$ cat src/pkg/scx_pkg.sv
// package for the subroutine call execution block
package scx_pkg;
	localparam int          PC_W          = 16;
	localparam int          ARP_W         = 3;
	localparam int          STACK_DEPTH   = 8;
	localparam int          SP_W          = 3;
	// opcode patterns
	localparam logic [15:0] OP_COMP_CALL  = 16'hbe30;
	localparam logic [15:0] OP_COMP_DIRECT_CALL_DELAYED = 16'hbe3d;
	localparam logic [8:0]  OP_DIR_CALL   = 9'h0f5;
	localparam logic [8:0]  OP_DIR_DIRECT_CALL_DELAYED  = 9'h0fd;
	// return address increments and the one-word pc step
	localparam logic [15:0] INC_DIR       = 16'h0002;
	localparam logic [15:0] INC_DIR_D     = 16'h0004;
	localparam logic [15:0] INC_COMP      = 16'h0001;
	localparam logic [15:0] INC_COMP_D    = 16'h0003;
	localparam logic [15:0] INC_ONE       = 16'h0001;
	// indirect field layout in the first word
	localparam int          IND_BIT       = 7;
	localparam int          NARP_BIT      = 3;
	localparam int          MOD_LSB       = 4;
	// cycle counts, delay slot word count and reset pc
	localparam logic [2:0]  CYC_DIR       = 3'h4;
	localparam logic [2:0]  CYC_DIR_D     = 3'h2;
	localparam logic [2:0]  CYC_COMP      = 3'h4;
	localparam logic [2:0]  CYC_COMP_D    = 3'h2;
	localparam logic [1:0]  DELAY_WORDS   = 2'h2;
	localparam logic [15:0] PC_RESET      = 16'h0000;

	typedef enum logic [2:0] {
		SCX_FETCH,
		SCX_TARGET,
		SCX_FLUSH,
		SCX_SLOT,
		SCX_BRANCH
	} scx_state_t;

	typedef struct packed {
		logic [15:0] word;
		logic        valid;
	} scx_fetch_t;

	typedef struct packed {
		scx_state_t                       st;
		logic [15:0]                      pc;
		logic [15:0]                      target;
		logic [15:0]                      ret;
		logic [2:0]                       cyc;
		logic [1:0]                       slots;
		logic [ARP_W-1:0]                 aux_reg_pointer;
		logic [ARP_W-1:0]                 new_arp;
		logic                             upd_ar;
		logic                             ld_arp;
		logic [2:0]                       ar_mod;
		logic [SP_W-1:0]                  sp;
		logic [STACK_DEPTH-1:0][15:0]     stack;
		logic                             fetch_req;
		logic                             discard;
		logic                             slot_exec;
		logic                             ar_strobe;
		logic                             rpt_reject;
		logic                             busy;
	} scx_regs_t;
endpackage : scx_pkg

$ cat src/rtl/scx_call_exec.sv
// call execution logic: direct and computed calls, delayed and not
`timescale 1ns/10ps
module scx_call_exec
	import scx_pkg::*;
(
	input  wire logic              sys_clk_i,
	input  wire logic              resetn_i,
	input  wire logic [15:0]       pm_word_i,
	input  wire logic              pm_valid_i,
	input  wire logic [31:0]       accumulator_i,
	input  wire logic              single_repeat_i,
	input  wire logic              slot_two_word_i,
	output logic [15:0]            pc_o,
	output logic                   fetch_req_o,
	output logic                   discard_o,
	output logic                   slot_exec_o,
	output logic [15:0]            stack_top_o,
	output logic [ARP_W-1:0]       aux_reg_pointer_o,
	output logic                   aux_register_upd_o,
	output logic [2:0]             aux_register_mod_o,
	output logic                   rpt_reject_o,
	output logic                   busy_o
);
	//////////////////////////////////////////////////////////////////
	logic       rst_meta_r;
	logic       rst_sync_r;
	scx_fetch_t fin;
	scx_regs_t  s_r;
	scx_regs_t  s_nxt;

	always_ff @(posedge sys_clk_i or negedge resetn_i) begin
		if (!resetn_i) begin
			rst_meta_r <= 1'b0;
			rst_sync_r <= 1'b0;
		end else begin
			rst_meta_r <= 1'b1;
			rst_sync_r <= rst_meta_r;
		end
	end

	assign fin.word  = pm_word_i;
	assign fin.valid = pm_valid_i;

	function automatic logic [15:0] add_pc(input logic [15:0] a, input logic [15:0] b);
		add_pc = 16'(a + b);
	endfunction : add_pc

	//////////////////////////////////////////////////////////////////
	always_comb begin
		s_nxt            = s_r;
		s_nxt.ar_strobe  = 1'b0;
		s_nxt.discard    = 1'b0;
		s_nxt.slot_exec  = 1'b0;
		s_nxt.rpt_reject = 1'b0;
		unique case (s_r.st)
			SCX_FETCH: begin
				s_nxt.fetch_req = 1'b1;
				s_nxt.busy      = 1'b0;
				if (fin.valid) begin
					s_nxt.pc = add_pc(s_r.pc, INC_ONE);
					if (fin.word[15:7] == OP_DIR_CALL || fin.word[15:7] == OP_DIR_DIRECT_CALL_DELAYED) begin
						// two-word form: opcode and indirect field, then target
						s_nxt.st      = SCX_TARGET;
						s_nxt.busy    = 1'b1;
						s_nxt.slots   = (fin.word[15:7] == OP_DIR_DIRECT_CALL_DELAYED) ? DELAY_WORDS : 2'h0;
						s_nxt.cyc     = (fin.word[15:7] == OP_DIR_DIRECT_CALL_DELAYED) ? CYC_DIR_D : CYC_DIR;
						s_nxt.ret     = add_pc(s_r.pc, (fin.word[15:7] == OP_DIR_DIRECT_CALL_DELAYED)
							? INC_DIR_D : INC_DIR);
						s_nxt.upd_ar  = fin.word[IND_BIT];
						s_nxt.ld_arp  = fin.word[NARP_BIT];
						s_nxt.new_arp = fin.word[ARP_W-1:0];
						s_nxt.ar_mod  = fin.word[MOD_LSB+2:MOD_LSB];
						s_nxt.rpt_reject = single_repeat_i;
					end else if (fin.word == OP_COMP_CALL || fin.word == OP_COMP_DIRECT_CALL_DELAYED) begin
						// run-time target from the accumulator low half
						s_nxt.target = accumulator_i[15:0];
						s_nxt.upd_ar = 1'b0;
						s_nxt.ld_arp = 1'b0;
						s_nxt.busy   = 1'b1;
						s_nxt.rpt_reject = single_repeat_i;
						if (fin.word == OP_COMP_DIRECT_CALL_DELAYED) begin
							s_nxt.ret   = add_pc(s_r.pc, INC_COMP_D);
							s_nxt.slots = DELAY_WORDS;
							s_nxt.cyc   = CYC_COMP_D;
							s_nxt.st    = SCX_SLOT;
						end else begin
							s_nxt.ret   = add_pc(s_r.pc, INC_COMP);
							s_nxt.slots = 2'h0;
							s_nxt.cyc   = CYC_COMP;
							s_nxt.st    = SCX_FLUSH;
						end
					end
				end
			end
			SCX_TARGET: begin
				if (fin.valid) begin
					s_nxt.target = fin.word;
					s_nxt.pc     = add_pc(s_r.pc, INC_ONE);
					s_nxt.st     = (s_r.slots != 2'h0) ? SCX_SLOT : SCX_FLUSH;
				end
			end
			SCX_FLUSH: begin
				// speculative words are fetched then thrown away
				if (fin.valid) begin
					s_nxt.discard = 1'b1;
					s_nxt.slots   = 2'(s_r.slots + 2'h1);
					if (s_r.slots == 2'h1) begin
						s_nxt.st = SCX_BRANCH;
					end
				end
			end
			SCX_SLOT: begin
				// slot words execute before the branch so their updates land first
				if (fin.valid) begin
					s_nxt.slot_exec = 1'b1;
					s_nxt.pc        = add_pc(s_r.pc, INC_ONE);
					s_nxt.slots     = 2'(s_r.slots - 2'h1);
					if (s_r.slots == 2'h1 || slot_two_word_i) begin
						s_nxt.slots = 2'h0;
						s_nxt.st    = SCX_BRANCH;
						if (slot_two_word_i && s_r.slots == DELAY_WORDS) begin
							s_nxt.st = SCX_SLOT;
							s_nxt.slots = 2'h1;
						end
					end
				end
			end
			SCX_BRANCH: begin
				// push return, then jump
				s_nxt.sp               = 3'(s_r.sp + 3'h1);
				s_nxt.stack[s_nxt.sp]  = s_r.ret;
				s_nxt.pc               = s_r.target;
				s_nxt.slots            = 2'h0;
				s_nxt.st               = SCX_FETCH;
				if (s_r.upd_ar) begin
					s_nxt.ar_strobe = 1'b1;
					if (s_r.ld_arp) begin
						s_nxt.aux_reg_pointer = s_r.new_arp;
					end
				end
			end
			default: s_nxt.st = SCX_FETCH;
		endcase
	end

	always_ff @(posedge sys_clk_i or negedge rst_sync_r) begin
		if (!rst_sync_r) begin
			s_r    <= '0;
			s_r.st <= SCX_FETCH;
			s_r.pc <= PC_RESET;
		end else begin
			s_r <= s_nxt;
		end
	end

	//////////////////////////////////////////////////////////////////
	assign pc_o               = s_r.pc;
	assign fetch_req_o        = s_r.fetch_req;
	assign discard_o          = s_r.discard;
	assign slot_exec_o        = s_r.slot_exec;
	assign stack_top_o        = s_r.stack[s_r.sp];
	assign aux_reg_pointer_o  = s_r.aux_reg_pointer;
	assign aux_register_upd_o = s_r.ar_strobe;
	assign aux_register_mod_o = s_r.ar_mod;
	assign rpt_reject_o       = s_r.rpt_reject;
	assign busy_o             = s_r.busy;
endmodule : scx_call_exec

$ cat config.mk
export PLATFORM = sky130hd
export DESIGN_NAME = scx_call_exec
export DESIGN_NICKNAME = d
export VERILOG_FILES = /design/src/pkg/scx_pkg.sv /design/src/rtl/scx_call_exec.sv
export SDC_FILE = /design/constraint.sdc
export NUM_CORES = 1
export LEC_CHECK = 0
export BUFFER_PORTS_ARGS = -buffer_cell sky130_fd_sc_hd__clkbuf_2
export CAP_MARGIN = 20
export CORE_UTILIZATION = 54
export CTS_BUF_LIST = sky130_fd_sc_hd__clkbuf_8 sky130_fd_sc_hd__clkbuf_16
export DETAILED_ROUTE_END_ITERATION = 6
export PLACE_DENSITY = 0.76
export SYNTH_ARGS = -nofsm -noshare
export SYNTH_HDL_FRONTEND = slang
export SYNTH_SLANG_ARGS = --single-unit
$ cat constraint.sdc
create_clock -name sys_clk_i -period 6.25 [get_ports sys_clk_i]
set_clock_uncertainty 0.2 [all_clocks]
set_input_delay 0.9375 -clock sys_clk_i [delete_from_list [all_inputs] [get_ports sys_clk_i]]
set_output_delay 0.9375 -clock sys_clk_i [all_outputs]
set_load 0.01 [all_outputs]
==> flow_summary.yaml <==
status:
  status: "completed"
logic_synthesis:
  syn_nets: 941
  synth_most_common_cell: "dfrtp_1"
  synthXorXnorAreaFrac_pct: 1.52
  ys_ff_latch: 203
  synth_flop_cell: "dfrtp_1"
  synth_top_area_cell: "dfrtp_1"
  syn_inst: 879
  synth.avg_cell_area_um2: 11.8
  synth_warnings: 0
  ys_seq_area_share_pct: 49.1
  netlist.area_leader.share_pct: 49.1
  synth_edf_count: 0
  synth_common_cells: "203 x dfrtp_1, 158 x mux2_2, 60 x nand2_1"
  synth_top_family_by_area: "multiplexers"
  yosys-top-cells-area: "dfrtp_1 49%, mux2_2 17%, mux4_2 7.0%"
  synth_fa_ha_area_share_pct: 1.16
  synthDistinctLibCells: 67
  synth.cell_area_um2: 10300
  synth_compound_area_share_pct: 9.19
  synth_async_sr_flop_share_pct: 100
  synthSimpleGateAreaFrac_pct: 10.2
  synthMuxAreaShare_pct: 24.3
clock_network:
  cts_setup_buffers: 0
  cts_buffer_depth: 3
  tritoncts: "done"
  cts_resized: 0
  clk_pin_slew_ps: 60
  cts_made_buffers: 22
  clk_latency_ps: 510
  cts.htree.levels: 1
  clkSinkCount: 203
  root_buffer: "clkbuf_16"
global_route:
  grt_usage_pct: 24.1
  antenna_found_initial: 0
  grt_overflow: 0
  grt_first_pass_wirelength_um: 37200
  grt_pass1_vias: 7110
  grt_max_degree: 191
hold_path:
  hold_path_end: "rst_sync_r$_DFF_PN0_"
  worstHoldPathType: "flop to flop"
  hp-start: "rst_meta_r$_DFF_PN0_"
  whs_path_depth: 0
die:
  ios: 97
  die_h_um: 140
  fp-row-count: 50
  core-area_um2: 18800
  dieArea_um2: 19700
  die_x_um: 140
  initial_core_util_pct: 55.1
sta:
  setup_viol: 0
  rsz0062_at_grt: "false"
  finalCritPeriodShare_pct: 58.4
  worst_pin_slew_ps: 1110
  hold_viol_final: 0
  max_freq_ghz: 0.274
  relSlewSlack_pct: 26.3
  drv_slew: 0
  period_needed_ps: 3650
  setup-tns-final_ps: 0
detailed_routing:
  drt-total-wl_um: 23100
  firstDrtPassIters: 5
  drt_iter0_drc: 517
  post_drt_via_cell_ratio: 6.16
  ant_nets: 0
  drc: 0
  vias: 7209
  wl_per_cell_um: 19.7
place:
  placedCellCount: 1127
  io_buffers: 80
  routabilityCongestion: 0.858
  dpl.hpwl_um: 14800
final_layout:
  nFillCells: 1511
  area_growth_syn_to_layout_pct: 10.9
  regArea_um2: 5080
  antennaDiodeCount: 0
  layout-drive-gt1-share_pct: 36.6
  fin_nets: 982
  layoutNonFillerInstCount: 1170
  multi_input_area_um2: 4810
flow_run:
  maxCapViolCount: 0
setup_path:
  path_max_fanout: 39
  worst_setup_path_start_kind: "flop"
  r2r_start: "s_r[136]$_DFFE_PN0P_"
  r2r_cells: 3
  rrSetupSlack_ps: 2960
  rr_endpoint: "s_r[126]$_DFFE_PN0P_"
  crit_type: "flop to output pin"
  required_ps: 5110
  arrival_ps: 2510
  end_kind: "output pin"
power:
  total_power_w: 0.00404
  powerDensity_nw_per_um2: 352
  peakVddDrop_v: 0.000245
  power_leakage_nw: 5.45
[through the flow]
stage,area [µm²],worst slack [ps],utilization [%],hold WS [ps]
global placement,10800,2650,57.3,-27.0
floorplan,10300,2710,-,131
detailed placement,10800,2620,57.3,-21.4
global route,11500,2480,61.2,160
CTS,11500,2570,61.1,157
finish,11500,2600,61.2,154
[layer usage]
metal	routed length, µm	up-vias	global-route usage (%)
li1	-	3287	-
met5	0	-	0
met1	9790	3622	31.1
met4	547	0	7.29
met2	11400	254	41.6
met3	1350	46	4.17
[where the power goes]
group | switching, W | internal, W
sequential | 0.000237 | 0.00150
combinational | 0.000585 | 0.000498
clock | 0.000523 | 0.000702
[critical path, cell delays in order, from the launching register on]
cell	delay [ps]
dfrtp_2	360
buf_4	600
mux4_2	590
mux2_2	300
clkbuf_2	130
[worst max path at each step]
stage / from / end
2_1_floorplan: rst_sync_r$_DFF_PN0_ / aux_reg_pointer_o[0]$_DFFE_PN0P_
3_3_place_gp: pm_word_i[11] / s_r[166]$_DFFE_PN0P_
3_5_place_dp: pm_word_i[13] / s_r[166]$_DFFE_PN0P_
4_1_cts: s_r[134]$_DFFE_PN0P_ / stack_top_o[6]
5_1_grt: s_r[134]$_DFFE_PN0P_ / stack_top_o[1]
6_report: s_r[134]$_DFFE_PN0P_ / stack_top_o[1]
[kinds of logic (layout without fill, tap and decap cells)]
kind of cell / Yosys count / count (layout)
AND/OR/NAND/NOR: 208 / 208
flip-flops: 203 / 203
multiplexers: 191 / 191
AO/OA/AOI/OAI: 158 / 158
buffers and inverters: 91 / 148
XOR/XNOR: 18 / 18
adder cells (fa/ha/maj): 9 / 9
other: 1 / 1
[cell type report]
class / count / share of cell area, %
Sequential cell: 203 / 44.3
Tap cell: 234 / 2.55
Timing Repair Buffer: 98 / 4.88
Clock buffer: 27 / 5.40
Clock inverter: 13 / 0.610
Inverter: 10 / 0.327
Multi-Input combinational cell: 585 / 41.9
[layout by cell type, fill, tap and decap left out, types with 3 or more instances in the layout]
cell type / n
mux4_2: 32
nand4_1: 9
and3_1: 5
or2_2: 4
o22ai_1: 4
nor3_2: 3
nand3_1: 28
a31oi_1: 24
ha_1: 8
nor2_1: 59
clkbuf_2: 80
clkbuf_8: 5
clkbuf_16: 22
inv_1: 15
nor4_1: 5
o21ai_1: 4
mux2_2: 158
a21oi_1: 38
xor2_1: 7
dfrtp_1: 201
a21o_1: 5
a22oi_1: 6
a221oi_1: 3
buf_4: 14
or3_1: 3
xnor2_1: 11
o21ai_0: 51
clkinv_2: 7
nand2_1: 60
nor3_1: 10
[state kept, by name (all words and copies together), names as in the netlist]
| register | count |
|---|---|
| pc_o | 16 |
| rst_sync_r | 1 |
| s_r | 173 |
| rpt_reject_o | 1 |
| aux_reg_pointer_o | 3 |
| aux_register_upd_o | 1 |
| discard_o | 1 |
| fetch_req_o | 1 |
| busy_o | 1 |
| aux_register_mod_o | 3 |
| slot_exec_o | 1 |
| rst_meta_r | 1 |
[timing repair]
| item | in CTS | in global routing |
|---|---|---|
| endpoints found under the setup margin | 0 | 0 |
| endpoints found under the hold margin | 13 | 0 |
| hold buffers | 2 | 0 |
(Power assumes the default switching activity.)
